**src/logic/ltr_pkg.sv**
```systemverilog
package ltr_pkg;

    // ==========================================================
    // Register addresses for the special register instructions
    // ==========================================================
    localparam logic [31:0] LTR_ADDR_ENTRY_FIRST  = 32'h0000_0040;
    localparam logic [31:0] LTR_ADDR_ENTRY_LAST   = 32'h0000_0047;
    localparam logic [31:0] LTR_ADDR_TOP_POINTER  = 32'h0000_01c9;
    localparam logic [31:0] LTR_ADDR_CONTROL      = 32'h0000_01d9;
    localparam logic [31:0] LTR_ADDR_LEG_JMP_SRC  = 32'h0000_01db;
    localparam logic [31:0] LTR_ADDR_LEG_JMP_DST  = 32'h0000_01dc;
    localparam logic [31:0] LTR_ADDR_LEG_PRE_SRC  = 32'h0000_01dd;
    localparam logic [31:0] LTR_ADDR_LEG_PRE_DST  = 32'h0000_01de;

    // ==========================================================
    // Control register fields
    // ==========================================================
    localparam int          LTR_BIT_RECORD        = 0;
    localparam int          LTR_BIT_BRANCH_STEP   = 1;
    localparam int          LTR_BIT_PIN_LO        = 2;
    localparam int          LTR_BIT_TRACE_MSG     = 6;
    localparam int          LTR_BIT_MEM_TRACE     = 7;
    localparam int          LTR_BIT_FULL_IRQ      = 8;
    localparam int          LTR_PIN_COUNT         = 4;
    localparam logic [63:0] LTR_CONTROL_MASK      = 64'h0000_0000_0000_01ff;
    localparam logic [63:0] LTR_CONTROL_RESET     = 64'h0000_0000_0000_0000;

    // ==========================================================
    // Stack geometry, feature word, timing
    // ==========================================================
    localparam int          LTR_STACK_DEPTH       = 8;
    localparam int          LTR_TOP_WIDTH         = 3;
    localparam int          LTR_FEATURE_DS_BIT    = 21;
    localparam logic [31:0] LTR_FEATURE_WORD      = 32'h0020_0000;
    localparam int          LTR_CLOCK_NS          = 100;
    localparam int          LTR_PULSE_NS          = 200;
    localparam int          LTR_PULSE_CYCLES      =
        (LTR_PULSE_NS + LTR_CLOCK_NS - 1) / LTR_CLOCK_NS;

    // ==========================================================
    // Types
    // ==========================================================
    typedef enum logic [1:0] {
        LTR_BRANCH,
        LTR_INTERRUPT,
        LTR_EXCEPTION,
        LTR_DEBUG
    } ltr_kind_t;

    typedef struct packed {
        logic        valid;
        ltr_kind_t   kind;
        logic [31:0] fromAddr;
        logic [31:0] toAddr;
    } ltr_event_t;

    typedef struct packed {
        logic        req;
        logic        write;
        logic [31:0] addr;
        logic [63:0] wdata;
        logic [1:0]  cpl;
        logic        realMode;
    } ltr_msr_req_t;

    typedef struct packed {
        logic [31:0] toAddr;
        logic [31:0] fromAddr;
    } ltr_record_t;

    function automatic logic ltr_is_transfer(input ltr_event_t ev);
        return ev.valid && (ev.kind != LTR_DEBUG);
    endfunction

    function automatic logic ltr_is_trap(input ltr_event_t ev);
        return ev.valid && ((ev.kind == LTR_INTERRUPT) || (ev.kind == LTR_EXCEPTION));
    endfunction

endpackage

```
**src/logic/ltr_bp_pulse.sv**
```systemverilog
`timescale 1ns/1ps

module ltr_bp_pulse
(
    input  wire logic clock,
    input  wire logic rst_n,
    input  wire logic pinSelect,
    input  wire logic bpMatch,
    input  wire logic perfEvent,
    output logic      pin_n
);

    typedef enum logic {LTR_PIN_IDLE, LTR_PIN_ACTIVE} ltr_pin_state_t;

    ltr_pin_state_t stateReg;
    logic [3:0]     countReg;

    // ==========================================================
    // Pulse generator
    // ==========================================================
    always_ff @(posedge clock or negedge rst_n)
    begin
        if (!rst_n)
        begin
            stateReg <= LTR_PIN_IDLE;
            countReg <= 4'h0;
            pin_n    <= 1'b1;
        end
        else
        begin
            case (stateReg)
                LTR_PIN_IDLE:
                begin
                    if (pinSelect && bpMatch)
                    begin
                        pin_n    <= 1'b0;
                        countReg <= 4'(ltr_pkg::LTR_PULSE_CYCLES - 1);
                        stateReg <= LTR_PIN_ACTIVE;
                    end
                    else if (pinSelect)
                        pin_n <= 1'b1;
                    else
                        pin_n <= ~perfEvent;
                end
                LTR_PIN_ACTIVE:
                begin
                    // Pulse runs to its end even if the select drops
                    if (countReg == 4'h0)
                    begin
                        pin_n    <= 1'b1;
                        stateReg <= LTR_PIN_IDLE;
                    end
                    else
                        countReg <= countReg - 4'h1;
                end
                default:
                begin
                    pin_n    <= 1'b1;
                    stateReg <= LTR_PIN_IDLE;
                end
            endcase
        end
    end

    property p_pulse_shape;
        @(posedge clock) disable iff (!rst_n)
        (stateReg == LTR_PIN_IDLE && pinSelect && bpMatch) |=> !pin_n [*2] ##1 pin_n;
    endproperty
    a_pulse_shape: assert property (p_pulse_shape)
        else $error("breakpoint pulse has wrong shape");

endmodule

```
**src/logic/ltr_recorder.sv**
```systemverilog
`timescale 1ns/1ps

// Overview of operation
// Record transfers while enable bit 0 set
// Bit 1 makes trap flag step branches
// Pin-select bits 5-2 route breakpoint matches
// Routed match pulses pin low then high
// Clear select: pin shows performance events
// Bit 6 sends trace message per transfer
// Bit 7 stores trace messages to memory
// Bit 8 interrupts when full, else wrap
// Feature word bit 21 flags debug store
// Eight 64-bit entries, source low, target high
// Top pointer low bits index latest entry
// Legacy: keep last and pre-trap jumps
// Legacy: debug exception clears enable bit
// Legacy control written only privileged
// Legacy jump registers undefined during messages
// Advance pointer before writing new record
// Legacy: copy last jump before trap record
// Stack and pointer read-only, readable
// Pointer at 7 wraps to entry 0
module ltr_recorder
(
    input  wire logic                   clock,
    input  wire logic                   rst_n,
    input  wire logic                   legacyStrap,
    input  wire ltr_pkg::ltr_msr_req_t  msrIn,
    input  wire ltr_pkg::ltr_event_t    eventIn,
    input  wire logic                   trapFlag,
    input  wire logic                   instrRetired,
    input  wire logic [3:0]             bpMatch,
    input  wire logic [3:0]             perfEvent,
    input  wire logic                   storeFull,
    output logic                        msrAck,
    output logic                        msrFault,
    output logic [63:0]                 msrRdata,
    output logic                        stepTrap,
    output logic [3:0]                  bpPin_n,
    output logic                        btmValid,
    output logic                        storeValid,
    output logic                        storeWrap,
    output logic                        bufferIrq,
    output ltr_pkg::ltr_record_t        traceRecord,
    output logic [31:0]                 featureWord
);

    // ==========================================================
    // State
    // ==========================================================
    logic                              legacyReg;
    logic                              strapDoneReg;
    logic [63:0]                       controlReg;
    logic [ltr_pkg::LTR_TOP_WIDTH-1:0] topReg;
    logic [ltr_pkg::LTR_TOP_WIDTH-1:0] topNext;
    logic [63:0]                       stackMem [ltr_pkg::LTR_STACK_DEPTH];
    logic [31:0]                       jumpSrcReg;
    logic [31:0]                       jumpDstReg;
    logic [31:0]                       preSrcReg;
    logic [31:0]                       preDstReg;

    logic                              privOk;
    logic                              ctlWrite;
    logic                              stackRecord;
    logic                              legacyRecord;
    logic                              transfer;
    logic                              storeTry;
    logic                              readHit;
    logic [63:0]                       readValue;

    // ==========================================================
    // Variant strap, caught once after reset release
    // ==========================================================
    always_ff @(posedge clock or negedge rst_n)
    begin
        if (!rst_n)
        begin
            legacyReg    <= 1'b0;
            strapDoneReg <= 1'b0;
        end
        else if (!strapDoneReg)
        begin
            legacyReg    <= legacyStrap;
            strapDoneReg <= 1'b1;
        end
    end

    // ==========================================================
    // Decode
    // ==========================================================
    assign privOk       = (msrIn.cpl == 2'h0) || msrIn.realMode;
    assign ctlWrite     = msrIn.req && msrIn.write && privOk
                          && (msrIn.addr == ltr_pkg::LTR_ADDR_CONTROL);
    assign transfer     = ltr_pkg::ltr_is_transfer(eventIn);
    assign stackRecord  = !legacyReg && controlReg[ltr_pkg::LTR_BIT_RECORD] && transfer;
    // Frozen while messages run; contents there carry no meaning anyway
    assign legacyRecord = legacyReg && controlReg[ltr_pkg::LTR_BIT_RECORD]
                          && !controlReg[ltr_pkg::LTR_BIT_TRACE_MSG] && transfer;
    assign topNext      = topReg + 3'h1;
    assign storeTry     = transfer && controlReg[ltr_pkg::LTR_BIT_MEM_TRACE];

    // ==========================================================
    // Control register
    // ==========================================================
    always_ff @(posedge clock or negedge rst_n)
    begin
        if (!rst_n)
            controlReg <= ltr_pkg::LTR_CONTROL_RESET;
        else if (ctlWrite)
            controlReg <= msrIn.wdata & ltr_pkg::LTR_CONTROL_MASK;
        else if (eventIn.valid && eventIn.kind == ltr_pkg::LTR_DEBUG)
            controlReg[ltr_pkg::LTR_BIT_RECORD] <= 1'b0;
    end

    // ==========================================================
    // Branch record stack
    // ==========================================================
    always_ff @(posedge clock or negedge rst_n)
    begin
        if (!rst_n)
            topReg <= '0;
        else if (stackRecord)
            topReg <= topNext;
    end

    always_ff @(posedge clock or negedge rst_n)
    begin
        if (!rst_n)
        begin
            for (int i = 0; i < ltr_pkg::LTR_STACK_DEPTH; i++)
                stackMem[i] <= 64'h0;
        end
        else if (stackRecord)
            stackMem[topNext] <= {eventIn.toAddr, eventIn.fromAddr};
    end

    // ==========================================================
    // Legacy last-jump registers
    // ==========================================================
    always_ff @(posedge clock or negedge rst_n)
    begin
        if (!rst_n)
        begin
            jumpSrcReg <= 32'h0;
            jumpDstReg <= 32'h0;
            preSrcReg  <= 32'h0;
            preDstReg  <= 32'h0;
        end
        else if (legacyRecord)
        begin
            if (ltr_pkg::ltr_is_trap(eventIn))
            begin
                preSrcReg <= jumpSrcReg;
                preDstReg <= jumpDstReg;
            end
            jumpSrcReg <= eventIn.fromAddr;
            jumpDstReg <= eventIn.toAddr;
        end
    end

    // ==========================================================
    // Register reads
    // ==========================================================
    always_comb
    begin
        readHit   = 1'b0;
        readValue = 64'h0;
        if (msrIn.addr == ltr_pkg::LTR_ADDR_CONTROL)
        begin
            readHit   = 1'b1;
            readValue = controlReg;
        end
        else if (!legacyReg && msrIn.addr >= ltr_pkg::LTR_ADDR_ENTRY_FIRST
                 && msrIn.addr <= ltr_pkg::LTR_ADDR_ENTRY_LAST)
        begin
            readHit   = 1'b1;
            readValue = stackMem[msrIn.addr[2:0]];
        end
        else if (!legacyReg && msrIn.addr == ltr_pkg::LTR_ADDR_TOP_POINTER)
        begin
            readHit   = 1'b1;
            readValue = {61'h0, topReg};
        end
        else if (legacyReg)
        begin
            case (msrIn.addr)
                ltr_pkg::LTR_ADDR_LEG_JMP_SRC:
                begin
                    readHit   = 1'b1;
                    readValue = {32'h0, jumpSrcReg};
                end
                ltr_pkg::LTR_ADDR_LEG_JMP_DST:
                begin
                    readHit   = 1'b1;
                    readValue = {32'h0, jumpDstReg};
                end
                ltr_pkg::LTR_ADDR_LEG_PRE_SRC:
                begin
                    readHit   = 1'b1;
                    readValue = {32'h0, preSrcReg};
                end
                ltr_pkg::LTR_ADDR_LEG_PRE_DST:
                begin
                    readHit   = 1'b1;
                    readValue = {32'h0, preDstReg};
                end
                default:
                begin
                    readHit   = 1'b0;
                    readValue = 64'h0;
                end
            endcase
        end
    end

    // ==========================================================
    // Register answer
    // ==========================================================
    always_ff @(posedge clock or negedge rst_n)
    begin
        if (!rst_n)
        begin
            msrAck   <= 1'b0;
            msrFault <= 1'b0;
            msrRdata <= 64'h0;
        end
        else
        begin
            msrAck <= msrIn.req;
            // Only the control register takes writes; stack writes fault
            if (msrIn.req && msrIn.write)
                msrFault <= !ctlWrite;
            else
                msrFault <= msrIn.req && !readHit;
            msrRdata <= (msrIn.req && !msrIn.write) ? readValue : 64'h0;
        end
    end

    // ==========================================================
    // Single step, trace messages, memory store
    // ==========================================================
    always_ff @(posedge clock or negedge rst_n)
    begin
        if (!rst_n)
            stepTrap <= 1'b0;
        else if (controlReg[ltr_pkg::LTR_BIT_BRANCH_STEP])
            stepTrap <= trapFlag && eventIn.valid && eventIn.kind == ltr_pkg::LTR_BRANCH;
        else
            stepTrap <= trapFlag && instrRetired;
    end

    always_ff @(posedge clock or negedge rst_n)
    begin
        if (!rst_n)
        begin
            btmValid    <= 1'b0;
            traceRecord <= '0;
        end
        else
        begin
            btmValid <= transfer && controlReg[ltr_pkg::LTR_BIT_TRACE_MSG];
            if (transfer)
                traceRecord <= {eventIn.toAddr, eventIn.fromAddr};
        end
    end

    always_ff @(posedge clock or negedge rst_n)
    begin
        if (!rst_n)
        begin
            storeValid <= 1'b0;
            storeWrap  <= 1'b0;
            bufferIrq  <= 1'b0;
        end
        else
        begin
            // A full buffer with the interrupt armed drops the record
            storeValid <= storeTry && !(storeFull && controlReg[ltr_pkg::LTR_BIT_FULL_IRQ]);
            storeWrap  <= storeTry && storeFull && !controlReg[ltr_pkg::LTR_BIT_FULL_IRQ];
            bufferIrq  <= storeTry && storeFull && controlReg[ltr_pkg::LTR_BIT_FULL_IRQ];
        end
    end

    always_ff @(posedge clock or negedge rst_n)
    begin
        if (!rst_n)
            featureWord <= 32'h0;
        else
            featureWord <= ltr_pkg::LTR_FEATURE_WORD;
    end

    // ==========================================================
    // Breakpoint pins
    // ==========================================================
    for (genvar g = 0; g < ltr_pkg::LTR_PIN_COUNT; g++)
    begin : g_pin
        ltr_bp_pulse u_pulse
        (
            .clock     (clock),
            .rst_n     (rst_n),
            .pinSelect (controlReg[ltr_pkg::LTR_BIT_PIN_LO + g]),
            .bpMatch   (bpMatch[g]),
            .perfEvent (perfEvent[g]),
            .pin_n     (bpPin_n[g])
        );
    end

    // ==========================================================
    // Checks
    // ==========================================================
    property p_debug_clear;
        @(posedge clock) disable iff (!rst_n)
        (eventIn.valid && eventIn.kind == ltr_pkg::LTR_DEBUG && !ctlWrite)
            |=> !controlReg[ltr_pkg::LTR_BIT_RECORD];
    endproperty
    a_debug_clear: assert property (p_debug_clear)
        else $error("debug exception left recording on");

    property p_top_advance;
        @(posedge clock) disable iff (!rst_n)
        stackRecord |=> topReg == 3'($past(topReg) + 3'h1);
    endproperty
    a_top_advance: assert property (p_top_advance)
        else $error("top pointer did not advance by one");

    property p_top_wrap;
        @(posedge clock) disable iff (!rst_n)
        (stackRecord && topReg == 3'h7) |=> topReg == 3'h0;
    endproperty
    a_top_wrap: assert property (p_top_wrap)
        else $error("top pointer did not wrap");

    property p_entry_layout;
        @(posedge clock) disable iff (!rst_n)
        stackRecord |=> stackMem[topReg] == {$past(eventIn.toAddr), $past(eventIn.fromAddr)};
    endproperty
    a_entry_layout: assert property (p_entry_layout)
        else $error("stack entry not at top or wrong layout");

    property p_message;
        @(posedge clock) disable iff (!rst_n)
        (transfer && controlReg[ltr_pkg::LTR_BIT_TRACE_MSG] && !ctlWrite) |=> btmValid;
    endproperty
    a_message: assert property (p_message)
        else $error("trace message missing");

    property p_full_irq;
        @(posedge clock) disable iff (!rst_n)
        (storeTry && storeFull && controlReg[ltr_pkg::LTR_BIT_FULL_IRQ])
            |=> bufferIrq && !storeValid && !storeWrap;
    endproperty
    a_full_irq: assert property (p_full_irq)
        else $error("full buffer did not interrupt");

    property p_priv_refuse;
        @(posedge clock) disable iff (!rst_n)
        (msrIn.req && msrIn.write && !privOk && !eventIn.valid)
            |=> msrFault && $stable(controlReg);
    endproperty
    a_priv_refuse: assert property (p_priv_refuse)
        else $error("unprivileged write accepted");

    property p_stack_ro;
        @(posedge clock) disable iff (!rst_n)
        (msrIn.req && msrIn.write && msrIn.addr == ltr_pkg::LTR_ADDR_TOP_POINTER)
            |=> msrAck && msrFault;
    endproperty
    a_stack_ro: assert property (p_stack_ro)
        else $error("write to read-only pointer not refused");

    property p_legacy_copy;
        @(posedge clock) disable iff (!rst_n)
        (legacyRecord && ltr_pkg::ltr_is_trap(eventIn))
            |=> preSrcReg == $past(jumpSrcReg) && jumpSrcReg == $past(eventIn.fromAddr);
    endproperty
    a_legacy_copy: assert property (p_legacy_copy)
        else $error("pre-trap jump not copied first");

    property p_branch_step;
        @(posedge clock) disable iff (!rst_n)
        (controlReg[ltr_pkg::LTR_BIT_BRANCH_STEP] && trapFlag && !eventIn.valid)
            |=> !stepTrap;
    endproperty
    a_branch_step: assert property (p_branch_step)
        else $error("stepped without a taken branch");

    property p_feature;
        @(posedge clock) disable iff (!rst_n)
        $rose(strapDoneReg) |-> ##1 featureWord[ltr_pkg::LTR_FEATURE_DS_BIT];
    endproperty
    a_feature: assert property (p_feature)
        else $error("debug store feature flag missing");

endmodule

```
**config.mk**
```make
export PLATFORM = sky130hd
export DESIGN_NAME = ltr_recorder
export DESIGN_NICKNAME = d
export VERILOG_FILES = /design/src/logic/ltr_pkg.sv /design/src/logic/ltr_bp_pulse.sv /design/src/logic/ltr_recorder.sv
export SDC_FILE = /design/constraint.sdc
export NUM_CORES = 1
export LEC_CHECK = 0
export BUFFER_PORTS_ARGS = -buffer_cell sky130_fd_sc_hd__buf_2
export CORE_AREA = 2 2 448 272
export DETAILED_ROUTE_END_ITERATION = 16
export DIE_AREA = 0 0 450 274
export GPL_ROUTABILITY_DRIVEN = 0
export SLEW_MARGIN = 20
export SYNTH_ARGS = -nofsm -noshare
export SYNTH_HDL_FRONTEND = slang
export SYNTH_SLANG_ARGS = --single-unit
```
**constraint.sdc**
```tcl
create_clock -name clock -period 2.7 [get_ports clock]
set_clock_uncertainty 0.2 [all_clocks]
set_input_delay 0.54 -clock clock [delete_from_list [all_inputs] [get_ports clock]]
set_output_delay 0.54 -clock clock [all_outputs]
set_load 0.02 [all_outputs]
```
# == Word-level counts from Yosys, hierarchy flattened ==
# Index checks and enable logic that the tools add are counted.
# op_classes
add_sub_neg,5
n_mul,0
n_div,0
n_lt_le_gt_ge,5
n_eq_ne,22
n_shift,0
muxes,61
bitwise,10
n_reduce_logical,53
# op_table
op,n
$bwmux 512,1
$mux 64,6
$bmux 64 s3,1
$demux 64 s3,1
$eq 32x9->1 const B,6
$pmux 32 s4,1
$mux 32,2
$ge 32x7->1 const B,1
$le 32x7->1 const B,1
$mux 4,8
$pmux 4 s2,4
$logic_and 1x1->1,31
$mux 1,29
$ne 2x2->1 const B,9
$logic_not 4->1,4
$pmux 1 s2,8
$sub 4x1->4 const B,4
$reduce_and 2->1,5
$ge 4x4->1 const B,2
$ne 2x1->1 const B,4
$not 1->1,8
$not 3->4,2
$logic_not 1->1,7
$eq 2x2->1 const B,2
7 further kinds,9
# totals
ff_bits,813
latch_bits,0
mem_bits_rw,0
romBits,0
elab_cells,195
n_memories,0

# == Logic depth before layout (Yosys ltp) ==
# Gate-level depths: netlist of the first run.
# depth
ltp_word,10
mapped_depth,9
depth_no_buf,7

# == Cells and area by module ==
# A second synthesis of the first run with hierarchy kept.
# hier_totals
hier_cells,2731
hier_area_um2,35778.1
# by_module_without_submodules
module,instances,cells_each,area_each_um2,seq_area_each_um2
ltr_recorder,1,2619,34506.8,19743.9
ltr_bp_pulse,4,28,317.8,151.4

# == Worst setup path after synthesis of the first run ==
# Ideal clock, no wire load.
# synth_path
path_type,input to register
startpoint,input port eventIn[64] (netlist bit)
endpoint,register stackMem[388] (netlist bit)
setup_ps,125
arrival_ps,2291
required_time_ps,2375
path_slack_ps,84
cell_stages,8
path_buffers,2
cell_sequence,ha_1 and2b_1 and3_1 buf_2 nand2b_1 nor3_4 buf_4 mux2_2
# synth_between
elab_chain_len,3
# synth_lines
element,line_no,rtl
"start, declared",ltr_recorder.sv:29,"input wire ltr_pkg::ltr_event_t eventIn,"
$ne 2x2->1,ltr_pkg.sv:72,return ev.valid && (ev.kind != LTR_DEBUG);
$logic_and 1x1->1,ltr_pkg.sv:72,
$logic_and 1x1->1,ltr_recorder.sv:95,assign stackRecord = !legacyReg && controlReg[ltr_pkg::LTR_BIT_RECORD] && transfer;
"end signal, assigned by index",ltr_recorder.sv:134,"stackMem[topNext] <= {eventIn.toAddr, eventIn.fromAddr};"
"end, declared",ltr_recorder.sv:56,logic [63:0] stackMem [ltr_pkg::LTR_STACK_DEPTH];
# No other way between the ends.
# A chain may end at the register's enable or synchronous reset.

# == Worst setup path in the final report of the first run ==
# layout_path
startpoint,register topReg[1] (netlist bit)
endpoint,register stackMem[481] (netlist bit)
# layout_between
elab_chain_len,7
# layout_lines
element,line_no,rtl
"start, declared",ltr_recorder.sv:54,logic [ltr_pkg::LTR_TOP_WIDTH-1:0] topReg;
"start signal, assigned",ltr_recorder.sv:123,topReg <= topNext;
$add 3x1->3 *,ltr_recorder.sv:99,assign topNext = topReg + 3'h1;
"named net topNext, one bit",ltr_recorder.sv:55,logic [ltr_pkg::LTR_TOP_WIDTH-1:0] topNext;
$not 3->4 (not written as such) *,ltr_recorder.sv:134,
$ge 4x4->1 (not written as such) or $lt 4x1->1 (tied branches),ltr_recorder.sv:134,
$logic_and 1x1->1 (not written as such),ltr_recorder.sv:134,
$mux 64 (not written as such),ltr_recorder.sv:134,
$demux 64 s3 *,ltr_recorder.sv:134,
$bwmux 512 *,ltr_recorder.sv:134,
# The timed path passes the listed nets; every way through them passes the cells marked *.

==> results.toml, run 1 <==
[status]
status = "complete, no violations"

[floorplan]
die_w_um = 450
core_area_sq_um = 120000
start_util = 0.297
num_rows = 99
io_pins = 353
die_h_um = 274
dieArea_sq_um = 123000

[global_route]
grt_pass1_vias = 22200
grt_antenna_before_repair = 5
grt_pass1_wl_mm = 147
grt.total_usage = 0.158
grt_overflow_total = 0
grt_max_degree = 115

[layout]
utilization = 0.361
final_layout_size_suffix_gt1_frac = 0.476
syn_to_final_growth_pct = 21.5
layout.cells.most_common = "dfrtp_1"
stdcell_count = 4502
mostFrequentLayoutCells = "dfrtp_1 (809), mux2_2 (648), buf_2 (262)"
n_fill_cell = 11600
final_cell_area_sq_um = 43300
finalNetCount = 3003

[worst_setup_path]
critPathTopFamily = "adder cells"
crit_arrival_ps = 2750
worstRegToRegCells = 5
r2r_end = "stackMem[481]"
crit_path_end_kind = "flip-flop"
cp_slowest_cell = "ha_1"
max_stage_delay_ps = 680
reg2reg_setup_slack_ps = 290
worstPathCellList = "ha_1 -> nor2_1 -> nand2_4 -> buf_12 -> mux2_2"
critPathKind = "reg -> reg"
path_max_fanout = 32
cp.required_ps = 3040
crit_buf_inv = 1
crit_path_start_kind = "flip-flop"
timing.rr.start = "topReg[1]"

[logic_synthesis]
synth_ff_type = "dfrtp_1"
synth_area_leaders = "dfrtp_1 (57%), mux2_2 (20%), mux4_2 (8.0%)"
synth_top_cell_by_area = "dfrtp_1"
syn_inst = 2438
yosysSeqAreaShare = 0.571
async_flop_share = 1.00
synth_seq_cells = 813
yosysWarnings = 0
synth.avg_cell_area_sq_um = 14.6
post_synth_instance_area_sq_um = 35600
synth.distinct_cells = 65
yosysTopAreaCellShare = 0.568
synth_edf_count = 0

[placement]
dp_hpwl_mm = 66.5
dp_slack_ps = -136
io_buffers = 266
placed_cells = 4279
placed_area_sq_um = 39700

[clock_tree]
clk_path_buf_depth = 3
cts_setup_buffers = 0
cts_resized = 0
clk_latency_ps = 670
cts_tree = "yes"
root_buffer = "clkbuf_16"
cts_hold_buf = 65
htreeDepth = 3
clk_pin_slew_worst_paths_ps = 60
clkSinkCount = 813
numCtsBuffers = 84

[power]
report.power.total_mw = 26.2
peakVddDrop_mv = 0.437
powerDensity_nw_per_um2 = 605
p_leak_nw = 21.6

[detailed_routing]
first_iter_violations = 1486
remaining_drc_errors = 0
ant_nets = 0
wl_mm = 97.6
vias = 21500
drt-pass1-iter-count = 5
routedWlPerCell_um = 21.7
via_per_inst = 4.77

[timing]
holdWs_ps = 51.7
finalMaxSlewViolations = 0
slew_headroom = 0.533
final-hold-violation-count = 0
fmax_ghz = 0.415
rsz0062_at_grt = "no"
worstMarginPinSlew_ps = 695
finalSetupViolCount = 0
tns_ps = 0
period_minus_slack_ps = 2410
timing.final.ws_setup_ps = 288
finalCritPeriodShare = 0.893

[flow_run]
cap_violations = 0

[hold_path]
min_to = "traceRecord[32]"
min_delay_path_depth = 3
hold_path.class = "in -> reg"
hp-start = "eventIn[0]"
-- layout make-up --
cell class	count	area (sq um)	share of cell area
Sequential cell	813	20300	0.470
Multi-Input combinational cell	1401	14000	0.324
Timing Repair Buffer	497	3920	0.0906
Clock buffer	121	2430	0.0562
Tap cell	1616	2020	0.0467
Clock inverter	33	445	0.0103
Inverter	17	63.8	0.00147
Antenna cell	4	10.0	0.000231
-- worst max path at each step --
stage | start | slack (ps) | to | cells past startpoint
final | topReg[1] | 290 | stackMem[481] | 5
after global routing | g_pin[0].u_pulse.countReg[0] | 120 | g_pin[0].u_pulse.pin_n | 7
after CTS | legacyReg | 280 | msrRdata[2] | 6
after detailed placement | eventIn[64] | -140 | stackMem[416] | 9
after global placement | eventIn[64] | -110 | stackMem[416] | 9
after floorplan | eventIn[64] | 80 | stackMem[388] | 8
-- report_power, final --
group          internal, mW  switching [mW]  total, mW
Combinational         0.497            1.08       1.57
Clock                  7.16            5.09       12.2
Sequential             12.3          0.0616       12.4
-- cell families after synthesis --
| group | share of synthesized area |
|---|---|
| fa+ha+maj | 0.00246 |
| mux | 0.314 |
| buf+inv | 0.0397 |
| simple gates | 0.0447 |
| flops | 0.571 |
| compound gates | 0.0249 |
| other cells | 0.000211 |
| xor+xnor | 0.00246 |
-- metal layers --
| layer | track usage | part of all wire |
|---|---|---|
| met1 | 0.239 | 0.51 |
| met2 | 0.234 | 0.43 |
| met3 | 0.0262 | 0.047 |
| met4 | 0.0410 | 0.020 |
| met5 | 0 | 0 |
-- worst reg2reg max path, stage by stage, from the launching register on --
cell and delay (ps):
dfrtp_1 410, ha_1 680, nor2_1 170, nand2_4 140
buf_12 240, mux2_2 450
-- registers in the layout, indices dropped and copies added (netlist names), 4 cells and up --
name	cells
controlReg	9
g_pin.u_pulse.stateReg	4
traceRecord	64
stackMem	512
preSrcReg	32
jumpDstReg	32
g_pin.u_pulse.countReg	16
jumpSrcReg	32
preDstReg	32
msrRdata	64
g_pin.u_pulse.pin_n	4
-- synth_stat cells, types with 13 or more instances --
library cell  count
dfrtp_1         809
mux2_2          648
nand2_1         206
mux4_2          127
buf_4            89
mux2i_1          87
nor2_1           78
clkbuf_1         62
buf_2            53
o22ai_1          33
buf_1            22
a221oi_1         17
inv_1            17
mux2_1           14
o21ai_0          13
No activity file was read; power rests on OpenSTA's default activity.
==> inputs of run 2 (changes only) <==
--- a/config.mk
+++ b/config.mk
@@ -5,10 +5,10 @@
 export SDC_FILE = /design/constraint.sdc
 export NUM_CORES = 1
 export LEC_CHECK = 0
-export BUFFER_PORTS_ARGS = -buffer_cell sky130_fd_sc_hd__buf_2
 export CORE_AREA = 2 2 448 272
 export DETAILED_ROUTE_END_ITERATION = 16
 export DIE_AREA = 0 0 450 274
+export DONT_BUFFER_PORTS = 1
 export GPL_ROUTABILITY_DRIVEN = 0
 export SLEW_MARGIN = 20
 export SYNTH_ARGS = -nofsm -noshare
==> run 2 against run 1 <==
Against the previous run:
- the run now ends with hold timing left
- sequential share of layout area increased by 1.8 points
- routed wire length increased by 1.2%
- flip-flop and latch count unchanged
- non-clock buffer count decreased by 282
- via count decreased by 4.6%
- setup slack got worse by 29 ps
- combinational power decreased by 37%
- total power decreased by 3.8%
- worst hold slack got worse by 690 ps
- clock power decreased by 5%
- register-to-register slack got worse by 30 ps
- first-iteration DRC count increased by 6.3%
- highest routed layer unchanged
==> results.toml, run 2 (synthesized netlist as in run 1, its figures left out) <==
[worst_setup_path]
worstRegToRegCells = 7
timing.rr.start = "g_pin[0].u_pulse.countReg[0]"
critPathKind = "reg -> reg"
crit_path_end_kind = "flip-flop"
reg2reg_setup_slack_ps = 260
crit_path_start_kind = "flip-flop"
r2r_end = "g_pin[0].u_pulse.pin_n"
critPathLaunch = "g_pin[0].u_pulse.countReg[0]"
path_max_fanout = 6
crit_arrival_ps = 2850
cp.required_ps = 3110

[power]
clkPwrFrac = 0.462
p_leak_nw = 20.2
power_frac_seq = 0.498
p_sw_mw = 6.08
p_int_mw = 19.1
powerDensity_nw_per_um2 = 604
peakVddDrop_mv = 0.449
comb_power_share = 0.039
swShare = 0.241

[timing]
final-hold-violation-count = 149
finalMaxSlewViolations = 0
fmax_ghz = 0.410
holdWs_ps = -636
period_minus_slack_ps = 2440
finalCritPeriodShare = 0.904
rsz0062_at_grt = "no"
finalSetupViolCount = 0
worstMarginPinSlew_ps = 960
slew_headroom = 0.360
timing.final.ws_setup_ps = 259

[global_route]
grt_antenna_before_repair = 4
grt_pass1_wl_mm = 146
grt_pass1_vias = 21100
grt_overflow_total = 0
grt.total_usage = 0.160
grt_max_degree = 814

[floorplan]
core_area_sq_um = 120000
dieArea_sq_um = 123000
num_rows = 99
die_h_um = 274
start_util = 0.297
die_w_um = 450
io_pins = 353

[layout]
finalNetCount = 2722
utilization = 0.348
final_layout_size_suffix_gt1_frac = 0.404
top_regs = "stackMem (512), msrRdata (64), traceRecord (64)"
syn_to_final_growth_pct = 17.1
layout.cells.most_common = "dfrtp_1"
largest-register = "stackMem"
mostFrequentLayoutCells = "dfrtp_1 (809), mux2_2 (648), nand2_1 (205)"
largest_reg_flops = 512

[detailed_routing]
first_iter_violations = 1580
via_per_inst = 4.86
route.met3.wl_mm = 5.99
routedWlPerCell_um = 23.4
drt-met1-wl_mm = 48.6
remaining_drc_errors = 0
route.met2.wl_mm = 42.4
ant_nets = 0
vias = 20500
dr.max_layer_used = "met4"
wl_mm = 98.8
drt-pass1-iter-count = 8

[placement]
io_buffers = 0
dp_slack_ps = -28.2
dp_hpwl_mm = 60.0

[status]
status = "complete, but fails checks"
violations = "hold timing"

[clock_tree]
root_buffer = "clkbuf_16"
cts_setup_buffers = 0
cts_tree = "yes"
clkSinkCount = 813
cts_hold_buf = 99
clk_path_buf_depth = 3
htreeDepth = 3
clk_pin_slew_worst_paths_ps = 60
numCtsBuffers = 85
clk_latency_ps = 680

[flow_run]
cap_violations = 0

[hold_path]
hold_path.class = "in -> async"
-- run 2: cell count changes in the layout (fill, tap and decap cells not counted), sizes merged --
cell         previous run  this run
buf                   432       116
dlygate4sd3            65        98
bufinv                  9         2
clkbuf                121       124
diode                   4         7
clkinv                 15        16
clkinvlp                4         3
inv                    22        23
-- run 2: layer usage --
metal / up-vias / global-route usage
met5: - / 0
met4: 0 / 0.0412
met3: 107 / 0.0403
met2: 501 / 0.233
met1: 11000 / 0.237
li1: 8906 / -
-- run 2: timing repair --
action                      CTS  global route
gates resized for setup       0             0
setup endpoints to repair     0            99
hold endpoints to repair   1528           149
-- run 2: power by group through the flow --
stage | sequential, mW | combinational, mW | clock [mW]
finish | 12.6 | 0.990 | 11.6
floorplan | 12.7 | 0.586 | 0
global route | 12.6 | 1.11 | 12.5
detailed placement | 12.8 | 0.383 | 0
global placement | 12.8 | 0.373 | 0
CTS | 12.6 | 0.734 | 12.1
-- run 2: area by class of cell --
| type | instances | area, sq um |
|---|---|---|
| inverters | 17 | 63.8 |
| flip-flops and latches | 813 | 20300 |
| clock buffers | 123 | 2430 |
| diodes | 7 | 17.5 |
| repair buffers | 215 | 2480 |
| fillers | 11600 | 78200 |
| multi-input cells | 1401 | 14000 |
| clock inverters | 27 | 287 |
| well taps | 1616 | 2020 |
-- run 2: critical path: stages (launching register included) --
cell and delay [ps]:
dfrtp_1 400, inv_1 70, ha_1 140, inv_1 60, o31ai_1 630, nor2_1 80, a211oi_1 230, dlygate4sd3_1 590
-- run 2: per-stage QoR --
step | instances | total power [mW] | hold WS, ps | instance area, sq um | setup TNS (ps)
final | 4219 | 25.2 | -636 | 41700 | 0
after global routing | 4215 | 26.2 | -698 | 41700 | 0
after CTS | 4206 | 25.4 | -679 | 41500 | 0
after detailed placement | 3957 | 13.2 | 79.4 | 37800 | -363
after global placement | 3957 | 13.1 | 82.1 | 37800 | -1410
after floorplan | 2468 | 13.3 | 44.4 | 35700 | 0
-- run 2: how the worst max path moves through the flow --
stage / to / slack [ps] / cells past startpoint
floorplan: stackMem[388] / 80 / 8
global route: g_pin[0].u_pulse.pin_n / 2 / 7
detailed placement: stackMem[397] / -30 / 8
CTS: g_pin[2].u_pulse.pin_n / 280 / 7
finish: g_pin[0].u_pulse.pin_n / 260 / 7
global placement: stackMem[403] / -50 / 8
==> inputs of run 3 (changes only) <==
--- a/config.mk
+++ b/config.mk
@@ -5,11 +5,14 @@
 export SDC_FILE = /design/constraint.sdc
 export NUM_CORES = 1
 export LEC_CHECK = 0
+export CELL_PAD_IN_SITES_DETAIL_PLACEMENT = 1
+export CELL_PAD_IN_SITES_GLOBAL_PLACEMENT = 1
 export CORE_AREA = 2 2 448 272
 export DETAILED_ROUTE_END_ITERATION = 16
 export DIE_AREA = 0 0 450 274
 export DONT_BUFFER_PORTS = 1
 export GPL_ROUTABILITY_DRIVEN = 0
+export PLACE_DENSITY_LB_ADDON = 0.1
 export SLEW_MARGIN = 20
 export SYNTH_ARGS = -nofsm -noshare
 export SYNTH_HDL_FRONTEND = slang
==> run 3 against run 2 <==
Against the previous run:
- the run still ends with hold timing left
- core utilization is 0.18 points higher
- clock power rose by 12%
- total power up 5.1%
- count of clock-buffer cells in the layout fell by 1
- combinational power fell by 4.5%
- register-to-register slack got worse by 120 ps
==> results.toml, run 3 (synthesized netlist as in run 1, its figures left out) <==
[power]
peakVddDrop_mv = 0.417
powerDensity_nw_per_um2 = 632
clkPwrFrac = 0.490
p_leak_nw = 20.3
swShare = 0.234
power_frac_seq = 0.474
p_int_mw = 20.3
p_sw_mw = 6.20
comb_power_share = 0.036

[global_route]
grt_pass1_vias = 22800
grt.total_usage = 0.175
grt_max_degree = 814
grt_antenna_before_repair = 7
grt_overflow_total = 0
grt_pass1_wl_mm = 159

[clock_tree]
clk_pin_slew_worst_paths_ps = 60
htreeDepth = 3
clk_latency_ps = 690
clk_path_buf_depth = 3
root_buffer = "clkbuf_16"
cts_resized = 0
cts_tree = "yes"
clkSinkCount = 813
numCtsBuffers = 88
cts_hold_buf = 98

[worst_setup_path]
crit_buf_inv = 1
path_max_fanout = 33
cp_slowest_cell = "or4b_4"
timing.rr.start = "legacyReg"
worstPathCellList = "or4b_4 -> or4_4 -> nand2b_4 -> buf_12 -> o22ai_1"
worstRegToRegCells = 5
crit_path_end_kind = "flip-flop"
cp.required_ps = 3060
crit_arrival_ps = 2920
r2r_end = "msrRdata[26]"
reg2reg_setup_slack_ps = 140
max_stage_delay_ps = 540
critPathTopFamily = "simple AND/OR/NAND/NOR gates"
critPathKind = "reg -> reg"
crit_path_start_kind = "flip-flop"

[timing]
finalSetupViolCount = 0
period_minus_slack_ps = 2560
timing.final.ws_setup_ps = 141
slew_headroom = 0.352
final-hold-violation-count = 337
rsz0062_at_grt = "no"
worstMarginPinSlew_ps = 971
fmax_ghz = 0.391
holdWs_ps = -647
finalCritPeriodShare = 0.948
finalMaxSlewViolations = 0

[floorplan]
die_h_um = 274
num_rows = 99
core_area_sq_um = 120000
die_w_um = 450
io_pins = 353
start_util = 0.297
dieArea_sq_um = 123000

[detailed_routing]
ant_nets = 0
remaining_drc_errors = 0
via_per_inst = 4.87
drt-met1-wl_mm = 53.5
first_iter_violations = 888
route.met2.wl_mm = 48.4
vias = 20500
routedWlPerCell_um = 25.6
route.met3.wl_mm = 4.13
dr.max_layer_used = "met4"
wl_mm = 108
drt-pass1-iter-count = 4

[layout]
largest_reg_flops = 512
mostFrequentLayoutCells = "dfrtp_1 (809), mux2_2 (648), nand2_1 (205)"
final_layout_size_suffix_gt1_frac = 0.407
largest-register = "stackMem"
syn_to_final_growth_pct = 17.7
utilization = 0.349
n_fill_cell = 12300
layout.cells.most_common = "dfrtp_1"
finalNetCount = 2719
final_cell_area_sq_um = 41900
top_regs = "stackMem (512), msrRdata (64), traceRecord (64)"

[placement]
io_buffers = 0
dp_hpwl_mm = 65.5
dp_slack_ps = -120
placed_area_sq_um = 37700

[status]
status = "complete, but fails checks"
violations = "hold timing"

[flow_run]
cap_violations = 0

[hold_path]
hold_path.class = "in -> async"
## run 3: cell types whose count changed in the layout (fill, tap and decap cells not counted), sizes merged
cell         delta
bufinv         +10
buf             -4
diode           -3
clkinvlp        -2
dlygate4sd3     -2
clkbuf          -1
clkinv          +1
inv             -1
## run 3: layout make-up
type / instances / area, sq um / share of cell area
timing repair buffer: 209 / 2380 / 0.0567
clock buffer: 122 / 2510 / 0.0600
sequential: 813 / 20300 / 0.486
tap: 1616 / 2020 / 0.0483
clock inverter: 35 / 531 / 0.0127
inverter: 17 / 63.8 / 0.00152
multi-input combinational: 1401 / 14000 / 0.335
antenna: 4 / 10.0 / 0.000239
## run 3: worst max path at each step
stage	start	endpoint	slack [ps]	depth (start not counted)
2_1_floorplan	eventIn[64]	stackMem[388]	80	8
3_3_place_gp	eventIn[64]	stackMem[126]	-100	7
3_5_place_dp	eventIn[64]	stackMem[101]	-120	7
4_1_cts	legacyReg	msrRdata[26]	130	5
5_1_grt	g_pin[0].u_pulse.countReg[0]	g_pin[0].u_pulse.pin_n	30	7
6_report	legacyReg	msrRdata[26]	140	5
## run 3: timing repair
action | 4_1_cts | 5_1_grt
setup buffers | 0 | 0
endpoints found under the setup margin | 0 | 18
hold endpoints to repair | 1523 | 337
## run 3: through the flow
step / setup TNS, ps / hold slack [ps] / instances / power (mW)
after floorplan: 0 / 44.4 / 2468 / 13.3
after global placement: -4950 / 74.1 / 3953 / 13.2
after detailed placement: -7070 / 76.9 / 3953 / 13.2
after CTS: 0 / -693 / 4208 / 26.8
after global routing: 0 / -718 / 4214 / 27.6
final: 0 / -647 / 4217 / 26.5
## run 3: metal layers
layer	vias to the layer above	global-route usage
li1	8897	-
met1	11200	0.253
met2	336	0.272
met3	119	0.0359
met4	0	0.0353
met5	-	0
## run 3: worst reg2reg max path, stage by stage (launching register included)
cell	delay [ps]
dfrtp_1	470
or4b_4	540
or4_4	450
nand2b_4	180
buf_12	160
o22ai_1	440
## run 3: power by group through the flow
| stage | Combinational (mW) | Clock, mW | Sequential [mW] |
|---|---|---|---|
| 6_report | 0.945 | 13.0 | 12.6 |
| 5_1_grt | 1.06 | 14.0 | 12.6 |
| 4_1_cts | 0.730 | 13.5 | 12.6 |
| 3_5_place_dp | 0.386 | 0 | 12.8 |
| 3_3_place_gp | 0.377 | 0 | 12.8 |
| 2_1_floorplan | 0.586 | 0 | 12.7 |
